### config.mk
export PLATFORM = sky130hd
export DESIGN_NAME = spl_top
export DESIGN_NICKNAME = d
export VERILOG_FILES = /design/src/hdl/spl_pkg.sv /design/src/hdl/spl_top.sv
export VERILOG_INCLUDE_DIRS = /design/src /design/src/hdl
export SDC_FILE = /design/constraint.sdc
export NUM_CORES = 2
export LEC_CHECK = 0
export BUFFER_PORTS_ARGS = -buffer_cell sky130_fd_sc_hd__buf_4
export CORE_MARGIN = 2
export CORE_UTILIZATION = 40
export DETAILED_ROUTE_END_ITERATION = 16
export GPL_ROUTABILITY_DRIVEN = 0
export PLACE_DENSITY = 0.64
export REMOVE_ABC_BUFFERS = 1
export SETUP_SLACK_MARGIN = 0.05
export SYNTH_ARGS = -nofsm -noshare
export SYNTH_HDL_FRONTEND = slang
export SYNTH_SLANG_ARGS = --single-unit
### constraint.sdc
create_clock -name clk_i -period 38.3 [get_ports clk_i]
set_input_delay 7.66 -clock clk_i [delete_from_list [all_inputs] [get_ports clk_i]]
set_output_delay 7.66 -clock clk_i [all_outputs]
set_load 0.1 [all_outputs]
### src/hdl/spl_params.svh
// constants of the software position limit block: offsets, fields, resets, figures
// assumes word-aligned byte addresses on the plain register port
`ifndef SPL_PARAMS_SVH
`define SPL_PARAMS_SVH

// register byte addresses
`define SPL_A_CTRL     8'h00
`define SPL_A_UPPER    8'h04
`define SPL_A_LOWER    8'h08
`define SPL_A_HOFF     8'h0c
`define SPL_A_OBJ_MIN  8'h10
`define SPL_A_OBJ_MAX  8'h14
`define SPL_A_STATUS   8'h18
`define SPL_A_SWRST    8'h1c

// control field positions
`define SPL_F_MODE_LO  0
`define SPL_F_MODE_HI  2
`define SPL_F_UNIT_LO  4
`define SPL_F_UNIT_HI  5
`define SPL_F_ERASE    8

// status field positions
`define SPL_F_WARN     0
`define SPL_F_CMDERR   1
`define SPL_F_HOMEV    2
`define SPL_F_ABSER    3
`define SPL_F_ACTIVE   4
`define SPL_F_KEYERR   5

// reset values
`define SPL_RST_LIMIT  32'h00000000
`define SPL_RST_HOFF   32'h00000000
`define SPL_HOME_ADDR  36'sh000000000

// figures
`define SPL_RST_KEY    32'h00001ea5
`define SPL_DEG_FULL   36'sh000057e40
`define SPL_DEG_FULL32 32'h00057e40
`define SPL_MAX32      36'sh07fffffff
`define SPL_MIN32      -36'sh080000000
`define SPL_OVER_HI    36'sh01fffffff
`define SPL_OVER_LO    36'sh020000000

`endif

### src/hdl/spl_pkg.sv
// types of the software position limit block
// assumes spl_params.svh supplies the numeric constants
package spl_pkg;

   typedef enum logic [2:0]
   {
      SPL_M_CSP  = 3'h0,
      SPL_M_PP   = 3'h1,
      SPL_M_PT   = 3'h2,
      SPL_M_JOG  = 3'h3,
      SPL_M_HOME = 3'h4,
      SPL_M_VEL  = 3'h5,
      SPL_M_TRQ  = 3'h6
   } spl_mode_e;

   typedef enum logic [1:0]
   {
      SPL_U_MM    = 2'h0,
      SPL_U_INCH  = 2'h1,
      SPL_U_DEG   = 2'h2,
      SPL_U_PULSE = 2'h3
   } spl_unit_e;

   typedef struct packed
   {
      logic [31:0] upper;
      logic [31:0] lower;
      logic [31:0] hoff;
      spl_mode_e   mode;
      spl_unit_e   unit;
      logic        erase_opt;
      logic        obj_dis;
      logic        home_valid;
      logic        abs_erased;
      logic        warn;
      logic        cmd_err;
      logic        key_err;
      logic [31:0] eff_pos;
      logic        eff_vld;
      logic [31:0] rdata;
   } spl_state_s;

endpackage : spl_pkg

### src/hdl/spl_top.sv
// software position limit: clamps commanded positions, flags range errors
// assumes commands and register strobes come from logic on clk_i
// assumes home_done_i is a one-cycle pulse from the homing sequencer
// limitation: degree units carry no overshoot check, only linear ones do
//
// Decided for this implementation: the register offsets and the address-and-strobe port.
`timescale 1ns/100ps
`include "spl_params.svh"

module spl_top
(
   input  wire logic               clk_i,
   input  wire logic               sys_rst_i,
   input  wire logic        [7:0]  addr_i,
   input  wire logic        [31:0] wdata_i,
   input  wire logic               wr_i,
   input  wire logic               rd_i,
   output logic             [31:0] rdata_o,
   input  wire logic signed [33:0] cmd_pos_i,
   input  wire logic               cmd_vld_i,
   input  wire logic               home_done_i,
   output logic             [31:0] eff_pos_o,
   output logic                    eff_vld_o,
   output logic                    limit_clamp_warning_o,
   output logic                    command_range_error_o,
   output logic                    abs_position_erased_out_o,
   output logic                    home_valid_o,
   output logic                    limit_active_o
);

   spl_pkg::spl_state_s st_r;
   spl_pkg::spl_state_s st_nxt;

   logic signed [35:0] cmd_w;
   logic signed [35:0] hi_w;
   logic signed [35:0] lo_w;
   logic signed [35:0] over_hi_w;
   logic signed [35:0] over_lo_w;
   logic        [31:0] p_d;
   logic        [31:0] hi_d;
   logic        [31:0] lo_d;
   logic               inside_d;
   logic               near_lo_d;
   logic               is_deg;
   logic               en_w;
   logic               mode_ok;
   logic               act_w;
   logic               csp_err_w;
   logic               above_w;
   logic               below_w;
   logic               over_w;
   logic               deg_clamp_w;
   logic        [31:0] deg_out_w;

   // modulo 360 in thousandths; the remainder keeps the dividend sign
   function automatic logic [31:0] deg_norm(input logic signed [35:0] v);
      logic signed [35:0] r;
      r = v % `SPL_DEG_FULL;
      if (r < `SPL_HOME_ADDR)
      begin
         r = r + `SPL_DEG_FULL;
      end
      return r[31:0];
   endfunction : deg_norm

   // counter-clockwise distance from b up to a, both already normalised
   function automatic logic [31:0] deg_dist(input logic [31:0] a, input logic [31:0] b);
      logic [31:0] d;
      if (a >= b)
      begin
         d = a - b;
      end
      else
      begin
         d = a + `SPL_DEG_FULL32 - b;
      end
      return d;
   endfunction : deg_dist

   assign cmd_w = {{2{cmd_pos_i[33]}}, cmd_pos_i};

   // home sits at address zero; offset moves both limits alike
   assign hi_w = {{4{st_r.upper[31]}}, st_r.upper} + {{4{st_r.hoff[31]}}, st_r.hoff};
   assign lo_w = {{4{st_r.lower[31]}}, st_r.lower} + {{4{st_r.hoff[31]}}, st_r.hoff};

   assign over_hi_w = cmd_w - hi_w;
   assign over_lo_w = lo_w - cmd_w;

   assign is_deg = (st_r.unit == spl_pkg::SPL_U_DEG);

   assign hi_d = deg_norm(hi_w);
   assign lo_d = deg_norm(lo_w);
   assign p_d  = deg_norm(cmd_w);

   // range may wrap through zero when lower lies above upper
   always_comb
   begin
      if (lo_d <= hi_d)
      begin
         inside_d = (p_d >= lo_d) && (p_d <= hi_d);
      end
      else
      begin
         inside_d = (p_d >= lo_d) || (p_d <= hi_d);
      end
   end

   // pick the limit reached by the shorter way round
   assign near_lo_d = deg_dist(lo_d, p_d) < deg_dist(p_d, hi_d);

   always_comb
   begin
      if (st_r.obj_dis)
      begin
         en_w = 1'b0;
      end
      else if (is_deg)
      begin
         en_w = (hi_d != lo_d);
      end
      else
      begin
         en_w = ($signed(st_r.upper) > $signed(st_r.lower));
      end
   end

   // homing, velocity and torque leave commands untouched
   assign mode_ok = (st_r.mode == spl_pkg::SPL_M_CSP) ||
                    (st_r.mode == spl_pkg::SPL_M_PP)  ||
                    (st_r.mode == spl_pkg::SPL_M_PT)  ||
                    (st_r.mode == spl_pkg::SPL_M_JOG);

   assign act_w = en_w && mode_ok;

   // csp only: the target must fit a signed 32-bit word
   assign csp_err_w = (st_r.mode == spl_pkg::SPL_M_CSP) &&
                      ((cmd_w > `SPL_MAX32) || (cmd_w < `SPL_MIN32));

   // linear side: which limit is crossed, and whether by too much to trust
   always_comb
   begin
      above_w = 1'b0;
      below_w = 1'b0;
      over_w  = 1'b0;
      if (cmd_w > hi_w)
      begin
         above_w = 1'b1;
         over_w  = (over_hi_w > `SPL_OVER_HI);
      end
      else if (cmd_w < lo_w)
      begin
         below_w = 1'b1;
         over_w  = (over_lo_w > `SPL_OVER_LO);
      end
   end

   // degree side: inside passes normalised, outside snaps to the nearer end
   always_comb
   begin
      deg_clamp_w = 1'b0;
      deg_out_w   = p_d;
      if (!inside_d)
      begin
         deg_clamp_w = 1'b1;
         deg_out_w   = near_lo_d ? lo_d : hi_d;
      end
   end

   always_comb
   begin
      logic        err;
      logic        clamp;
      logic [31:0] out;
      err   = 1'b0;
      clamp = 1'b0;
      out   = cmd_w[31:0];
      st_nxt = st_r;
      st_nxt.eff_vld = 1'b0;
      st_nxt.rdata   = 32'h00000000;

      // register writes first, so a command error in the same cycle wins over all but an accepted reset key, which is applied last
      if (wr_i)
      begin
         if (addr_i == `SPL_A_CTRL)
         begin
            st_nxt.mode = spl_pkg::spl_mode_e'(wdata_i[`SPL_F_MODE_HI:`SPL_F_MODE_LO]);
            st_nxt.unit = spl_pkg::spl_unit_e'(wdata_i[`SPL_F_UNIT_HI:`SPL_F_UNIT_LO]);
            st_nxt.erase_opt = wdata_i[`SPL_F_ERASE];
         end
         else if (addr_i == `SPL_A_UPPER)
         begin
            st_nxt.upper   = wdata_i;
            st_nxt.obj_dis = 1'b0;
         end
         else if (addr_i == `SPL_A_LOWER)
         begin
            st_nxt.lower   = wdata_i;
            st_nxt.obj_dis = 1'b0;
         end
         else if (addr_i == `SPL_A_HOFF)
         begin
            st_nxt.hoff = wdata_i;
         end
         else if (addr_i == `SPL_A_OBJ_MIN)
         begin
            st_nxt.lower   = wdata_i;
            st_nxt.obj_dis = $signed(wdata_i) > $signed(st_r.upper);
         end
         else if (addr_i == `SPL_A_OBJ_MAX)
         begin
            st_nxt.upper   = wdata_i;
            st_nxt.obj_dis = $signed(st_r.lower) > $signed(wdata_i);
         end
         else if (addr_i == `SPL_A_STATUS)
         begin
            // write one to clear the command and key error flags
            if (wdata_i[`SPL_F_CMDERR])
            begin
               st_nxt.cmd_err = 1'b0;
            end
            if (wdata_i[`SPL_F_KEYERR])
            begin
               st_nxt.key_err = 1'b0;
            end
         end
         else if (addr_i == `SPL_A_SWRST)
         begin
            if (wdata_i != `SPL_RST_KEY)
            begin
               st_nxt.key_err = 1'b1;
            end
         end
      end

      if (rd_i)
      begin
         if (addr_i == `SPL_A_CTRL)
         begin
            st_nxt.rdata[`SPL_F_MODE_HI:`SPL_F_MODE_LO] = st_r.mode;
            st_nxt.rdata[`SPL_F_UNIT_HI:`SPL_F_UNIT_LO] = st_r.unit;
            st_nxt.rdata[`SPL_F_ERASE] = st_r.erase_opt;
         end
         else if ((addr_i == `SPL_A_UPPER) || (addr_i == `SPL_A_OBJ_MAX))
         begin
            st_nxt.rdata = st_r.upper;
         end
         else if ((addr_i == `SPL_A_LOWER) || (addr_i == `SPL_A_OBJ_MIN))
         begin
            st_nxt.rdata = st_r.lower;
         end
         else if (addr_i == `SPL_A_HOFF)
         begin
            st_nxt.rdata = st_r.hoff;
         end
         else if (addr_i == `SPL_A_STATUS)
         begin
            st_nxt.rdata[`SPL_F_WARN]   = st_r.warn;
            st_nxt.rdata[`SPL_F_CMDERR] = st_r.cmd_err;
            st_nxt.rdata[`SPL_F_HOMEV]  = st_r.home_valid;
            st_nxt.rdata[`SPL_F_ABSER]  = st_r.abs_erased;
            st_nxt.rdata[`SPL_F_ACTIVE] = act_w;
            st_nxt.rdata[`SPL_F_KEYERR] = st_r.key_err;
         end
      end

      // homing completion restores the reference
      if (home_done_i)
      begin
         st_nxt.home_valid = 1'b1;
         st_nxt.abs_erased = 1'b0;
      end

      // one evaluation per control-cycle command
      if (cmd_vld_i)
      begin
         if (csp_err_w)
         begin
            err = 1'b1;
         end
         if (act_w && is_deg)
         begin
            clamp = deg_clamp_w;
            out   = deg_out_w;
         end
         else if (act_w)
         begin
            if (above_w)
            begin
               clamp = 1'b1;
               out   = hi_w[31:0];
               if (over_w)
               begin
                  err = 1'b1;
               end
            end
            else if (below_w)
            begin
               clamp = 1'b1;
               out   = lo_w[31:0];
               if (over_w)
               begin
                  err = 1'b1;
               end
            end
         end
         if (err)
         begin
            // output held so the loop never sees a bad target
            st_nxt.cmd_err    = 1'b1;
            st_nxt.home_valid = 1'b0;
            if (st_r.erase_opt)
            begin
               st_nxt.abs_erased = 1'b1;
            end
         end
         else
         begin
            st_nxt.eff_pos = out;
            st_nxt.eff_vld = 1'b1;
            st_nxt.warn    = clamp;
         end
      end

      // key accepted: everything back to its power-up state
      if (wr_i && (addr_i == `SPL_A_SWRST) && (wdata_i == `SPL_RST_KEY))
      begin
         st_nxt = '0;
      end
   end

   always_ff @(posedge clk_i or posedge sys_rst_i)
   begin
      if (sys_rst_i)
      begin
         st_r <= '0;
      end
      else
      begin
         st_r <= st_nxt;
      end
   end

   assign rdata_o                   = st_r.rdata;
   assign eff_pos_o                 = st_r.eff_pos;
   assign eff_vld_o                 = st_r.eff_vld;
   assign limit_clamp_warning_o     = st_r.warn;
   assign command_range_error_o     = st_r.cmd_err;
   assign abs_position_erased_out_o = st_r.abs_erased;
   assign home_valid_o              = st_r.home_valid;
   assign limit_active_o            = act_w;

endmodule : spl_top

### Word level (Yosys, flattened, before mapping)

Index checks and enable logic that the tools add are counted.
Widths: inputs -> output; s select.

* register bits: 173
* logic and storage cells: 191
* output and inout bits: 70

* equality and inequality tests: 27
* reductions and logical operators: 31
* div/mod/pow operators: 3
* $add $sub $neg: 13
* muxes and demuxes: 84
* $lt $le $gt $ge: 18

Operator list (count)
* $mux 32: 22
* $mux 173: 1
* $mux 64: 2
* $sub 32x32->32: 4
* $lt 36x1->1 const B: 3
* $mod 36x20->36 const B: 3
* $mux 103: 1
* $add 32x20->32 const B: 3
* $ge 32x32->1: 3
* $gt 32x32->1: 3
* $mux 96: 1
* $add 32x32->33: 2
* $mux 33: 2
* $add 32x19->32 const B: 2
* $le 32x32->1: 2
* $mux 1: 37
* $gt 35x30->1 const B: 1
* $gt 35x31->1 const B: 1
* $sub 33x34->35: 1
* $sub 34x33->35: 1
* $gt 34x32->1 const B: 1
* $gt 34x33->1: 1
* $lt 34x32->1 const B: 1
* $lt 34x33->1: 1
* 31 further kinds: 77

### Logic depth before layout (Yosys ltp)

* depth in word-level cells: 15
* mapped depth: 135

### Least setup slack after synthesis

No wires, ideal clock.

* path kind: input to register
* start: input port cmd_pos_i[1]
* end: register st_r (netlist bit eff_pos_o[3])
* arrival: 32.837 ns
* setup time: 0.128 ns
* required time: 38.172 ns
* buffers on the path: 9
* path slack: 5.335 ns
* stages on the path: 123
* cell sequence: inv_1 -> ha_1 -> or4b_4 -> or3_1 -> buf_2 -> o41ai_2 -> xnor2_1 -> nor2_1 -> o21ai_0 -> nor2_2 -> mux2_2 -> o221ai_1 -> a21oi_1 -> o211a_2 -> a311oi_1 -> buf_4 -> o21ai_1 -> a211oi_2 -> [87 not listed] -> o21ai_0 -> nand2b_1 -> a21oi_1 -> nor2b_1 -> o21ai_0 -> nand2b_1 -> a21oi_1 -> nor2b_1 -> o21ai_0 -> nand2b_1 -> a21oi_1 -> o31ai_1 -> a221oi_1 -> buf_4 -> buf_1 -> a21oi_1 -> o31ai_2 -> o41ai_2

* cells in the longest elaborated chain, start to end: 13
* elaborated cells between the ends (all ways): 52
* classes of those cells: add/sub: 8; div: 1; order compare: 12; eq/ne: 1; mux: 25; reduce/logical: 5

RTL lines
* start, declared: line spl_top.sv:19 `input wire logic signed [33:0] cmd_pos_i,`
* $mod 36x20->36 (no line)
* $add 32x20->32 (no line) or $lt 36x1->1 (tied branches)
* $mux 32: line spl_top.sv:59 `` if (r < `SPL_HOME_ADDR) ``
* $add 32x19->32 (no line)
* $sub 32x32->32: line spl_top.sv:75 `` d = a + `SPL_DEG_FULL32 - b; ``
* $mux 32: line spl_top.sv:69 `if (a >= b)`
* $lt 32x32->1: line spl_top.sv:109 `assign near_lo_d = deg_dist(lo_d, p_d) < deg_dist(p_d, hi_d);`
* $mux 32: line spl_top.sv:165 `deg_out_w = near_lo_d ? lo_d : hi_d;`
* $mux 32: line spl_top.sv:162 `if (!inside_d)`
* $mux 32: line spl_top.sv:280 `if (act_w && is_deg)`
* $mux 33: line spl_top.sv:306 `if (err)`
* $mux 33: line spl_top.sv:274 `if (cmd_vld_i)`
* $mux 173: line spl_top.sv:325 `` if (wr_i && (addr_i == `SPL_A_SWRST) && (wdata_i == `SPL_RST_KEY)) ``
* end signal, assigned: line spl_top.sv:339 `st_r <= st_nxt;`
* end, declared: line spl_top.sv:31 `spl_pkg::spl_state_s st_r;`

Several ways; a longest one is shown, not always the timed one. The select of a mux whose other input is x is not followed.
A chain may end at the register's enable or synchronous reset.

### Worst setup path in the final report

* start: register st_r[109] in the netlist's numbering
* end: output port limit_active_o

* cells in the longest elaborated chain, start to end: 8
* elaborated cells between the ends (all ways): 10
* classes of those cells: add/sub: 2; div: 1; order compare: 2; eq/ne: 1; mux: 3; reduce/logical: 1

RTL lines
* $add 32x32->33: line spl_top.sv:84 `assign lo_w = {{4{st_r.lower[31]}}, st_r.lower} + {{4{st_r.hoff[31]}}, st_r.hoff};`
* $mod 36x20->36 (no line)
* $add 32x20->32 (no line) or $lt 36x1->1 (tied branches)
* $mux 32: line spl_top.sv:59
* $ne 32x32->1: line spl_top.sv:119 `en_w = (hi_d != lo_d);`
* $mux 1 *: line spl_top.sv:117 `else if (is_deg)`
* $mux 1 *: line spl_top.sv:113 `if (st_r.obj_dis)`
* $logic_and 1x1->1 *: line spl_top.sv:133 `assign act_w = en_w && mode_ok;`
* end, declared: line spl_top.sv:28 `output logic limit_active_o`

Every way passes the cells marked *; elsewhere a longest branch is shown, timed or not.

==> flow_summary_export.csv <==
group,metric,value,unit
outcome,status,"completed",
global_routing,grt_overflow,0,
placement,portBuffers,149,
clocking,root_buffer,"clkbuf_16",
setup_path,cpMaxStageDelayCell,"mux2i_1",
setup_path,r2r_start,"st_r[109]$_DFFE_PP0P_",
clocking,numCtsBuffers,17,
placement,hpwl,170,mm
sta,slew_violations,0,
setup_path,critPathKind,"flip-flop to primary output",
final_layout,drive_gt1_share,8.93,%
setup_path,cp.required,30.64,ns
drt,num_vias,63900,
sta,setup_viol,0,
synth,async_flop_share,100,%
floorplanning,dieArea,145000,sq um
drt,drt_wl_total,211,mm
setup_path,arrival,28.78,ns
final_layout,synthToLayoutAreaGrowth,6.09,%
placement,place_inst,9907,
drt,via_per_inst,6.42,
synth,synth_edf_count,0,
clocking,path_clk_slew,0.08,ns
drt,wl_per_cell,21.2,um
global_routing,grt_pass1_wl,327,mm
setup_path,ff2ff_setup_slack,4.91,ns
global_routing,grt_max_degree,109,
floorplanning,core_area,141000,sq um
synth,synth_area,57000,sq um
synth,synth_flop_cell,"dfrtp_1",
clocking,clock_latency,0.51,ns
clocking,cts_buffer_depth,2,
drt,dr.pass1.iters,7,
synth,yosys_warnings,0,
setup_path,cpPeakStageDelay,0.71,ns
floorplanning,ios,150,
floorplanning,die_w,381,um
flow_run,maxCapViolations,0,
min_path,min-delay-start,"st_r[65]$_DFFE_PP0P_",
min_path,hold_path.class,"flip-flop to flip-flop",
sta,clock_skew,0.0169,ns
clocking,cts_tree,"yes",
sta,fmax,27.4,MHz
drt,drtAntennaViolNets,0,
min_path,min_to,"st_r[65]$_DFFE_PP0P_",
final_layout,final_cell_mix,"nand2_1, nor2_1, a21oi_1",
sta,maxSlewHeadroom,12.2,%
setup_path,crit_start,"st_r[109]$_DFFE_PP0P_",
synth,synth-seq-area-share,7.60,%
setup_path,reg2reg_depth,109,
min_path,holdPathStages,2,
synth,synth_seq_cells,173,
synth,syn_area_per_cell,7.02,sq um
global_routing,grt_pass1_vias,58300,
final_layout,num-fill-cells,14500,
setup_path,path_delay_family,"compound AO/OA/AOI/OAI gates",
floorplanning,initial_utilization,40.3,%
sta,min_period,36.44,ns
setup_path,crit_path_start_kind,"flip-flop",
final_layout,layout_commonest_cell,"nand2_1",
synth,syn_inst,8119,
final_layout,final_nets,8623,
setup_path,path_max_fanout,44,
setup_path,r2r_end,"eff_pos_o[25]$_DFFE_PP0P_",
global_routing,antenna_found_initial,8,
drt,drc_errors,0,
drt,drtIter0Drc,7400,
final_layout,final_cell_count_no_fill,9958,
global_routing,track_usage,27.4,%
clocking,cts_num_sinks,173,
setup_path,path_buf_inv,6,
setup_path,end_kind,"primary output",
sta,hold_viol,0,
clocking,cts-hold-fix-buffers,0,
synth,synth.distinct_cells,164,
floorplanning,die_y,381,um
sta,fin_crit_sh,95.1,%
sta,tightest_slew,1.31,ns
floorplanning,row_count,138,
clocking,cts_htree_levels,4,
cells by family after synthesis:
| group | synth area share (%) |
|---|---|
| DFF | 7.60 |
| muxes | 2.36 |
| buffers and inverters | 6.16 |
| and+or+nand+nor | 26.2 |
| AOI/OAI and AO/OA | 35.2 |
| adders and majority gates | 12.4 |
| xor gates and xnor gates | 10.1 |
final cells by class:
class | count | area (sq um) | share of cell area (%)
flip-flops and latches | 173 | 4330 | 7.16
well taps | 1890 | 2360 | 3.91
multi-input cells | 7124 | 49400 | 81.8
inverters | 484 | 1830 | 3.03
repair buffers | 253 | 1910 | 3.16
diodes | 2 | 5.00 | 0.00828
clock inverters | 14 | 145 | 0.240
clock buffers | 18 | 439 | 0.727
per-layer routing:
metal | track usage, % | share of wire, % | up-vias
li1 | - | - | 30200
met5 | 0 | 0.038 | -
met3 | 5.63 | 10 | 473
met4 | 9.90 | 4.0 | 16
met2 | 42.7 | 43 | 3002
met1 | 37.0 | 43 | 30200
worst register-to-register path, delay by kind of cell (launching register included):
| family | cells | cell delay, ns |
|---|---|---|
| adder cells (fa/ha/maj) | 5 | 1.84 |
| buffers and inverters | 8 | 1.83 |
| AO/OA/AOI/OAI | 66 | 19.92 |
| XOR/XNOR | 4 | 1.77 |
| flip-flops | 1 | 0.48 |
| multiplexers | 3 | 1.25 |
| AND/OR/NAND/NOR | 23 | 6.17 |
Yosys cell counts, types with 92 or more instances:
| library cell | instances | area, sq um |
|---|---|---|
| and3_1 | 93 | 582 |
| nand2b_1 | 158 | 988 |
| o21ai_0 | 512 | 2560 |
| nor2_1 | 651 | 2440 |
| inv_1 | 475 | 1780 |
| nor3_1 | 250 | 1250 |
| nand2_1 | 793 | 2980 |
| a21o_1 | 145 | 1090 |
| a21oi_1 | 648 | 3240 |
| and2_1 | 137 | 857 |
| a31oi_1 | 112 | 701 |
| dfrtp_1 | 173 | 4330 |
| nand4_1 | 126 | 788 |
| clkbuf_1 | 178 | 668 |
| mux2i_1 | 93 | 931 |
| o211ai_1 | 111 | 833 |
| nand3_1 | 252 | 1260 |
| xor2_1 | 172 | 1510 |
| o21ai_1 | 100 | 500 |
| o21a_1 | 92 | 691 |
| xnor2_1 | 446 | 3910 |
| ha_1 | 440 | 5510 |
flip-flops by register name, summed over array words and instances (netlist names):
signal	cells
st_r	104
eff_pos_o	32
rdata_o	32
abs_position_erased_out_o	1
command_range_error_o	1
eff_vld_o	1
home_valid_o	1
limit_clamp_warning_o	1
worst max path at each step:
stage | endpoint | slack, ns | depth (start not counted)
4_1_cts | eff_pos_o[25]$_DFFE_PP0P_ | 0.46 | 115
6_report | limit_active_o | 1.86 | 80
5_1_grt | eff_pos_o[0]$_DFFE_PP0P_ | -0.03 | 117
2_1_floorplan | eff_pos_o[27]$_DFFE_PP0P_ | 0.81 | 113
3_3_place_gp | eff_pos_o[27]$_DFFE_PP0P_ | 0.85 | 115
3_5_place_dp | eff_pos_o[25]$_DFFE_PP0P_ | 0.05 | 115
per-stage QoR:
step	worst slack (ns)	utilization, %	hold slack, ns	cell area (sq um)	TNS [ns]
3_3_place_gp	0.853	42.1	0.470	59500	0
6_report	1.86	42.7	0.497	60400	0
3_5_place_dp	0.0455	42.1	0.482	59500	0
2_1_floorplan	0.805	-	0.450	55300	0
5_1_grt	-0.0286	42.7	0.533	60400	-0.0345
4_1_cts	0.456	42.5	0.500	60100	0
repair_timing:
item / 4_1_cts / 5_1_grt
resized for setup: 0 / 25
endpoints found under the setup margin: 0 / 33
buffers inserted: 0 / 15
Power is left out: the tool's default activity adds up to more than one toggle a clock period on the data nets, which glitch-free logic cannot reach.
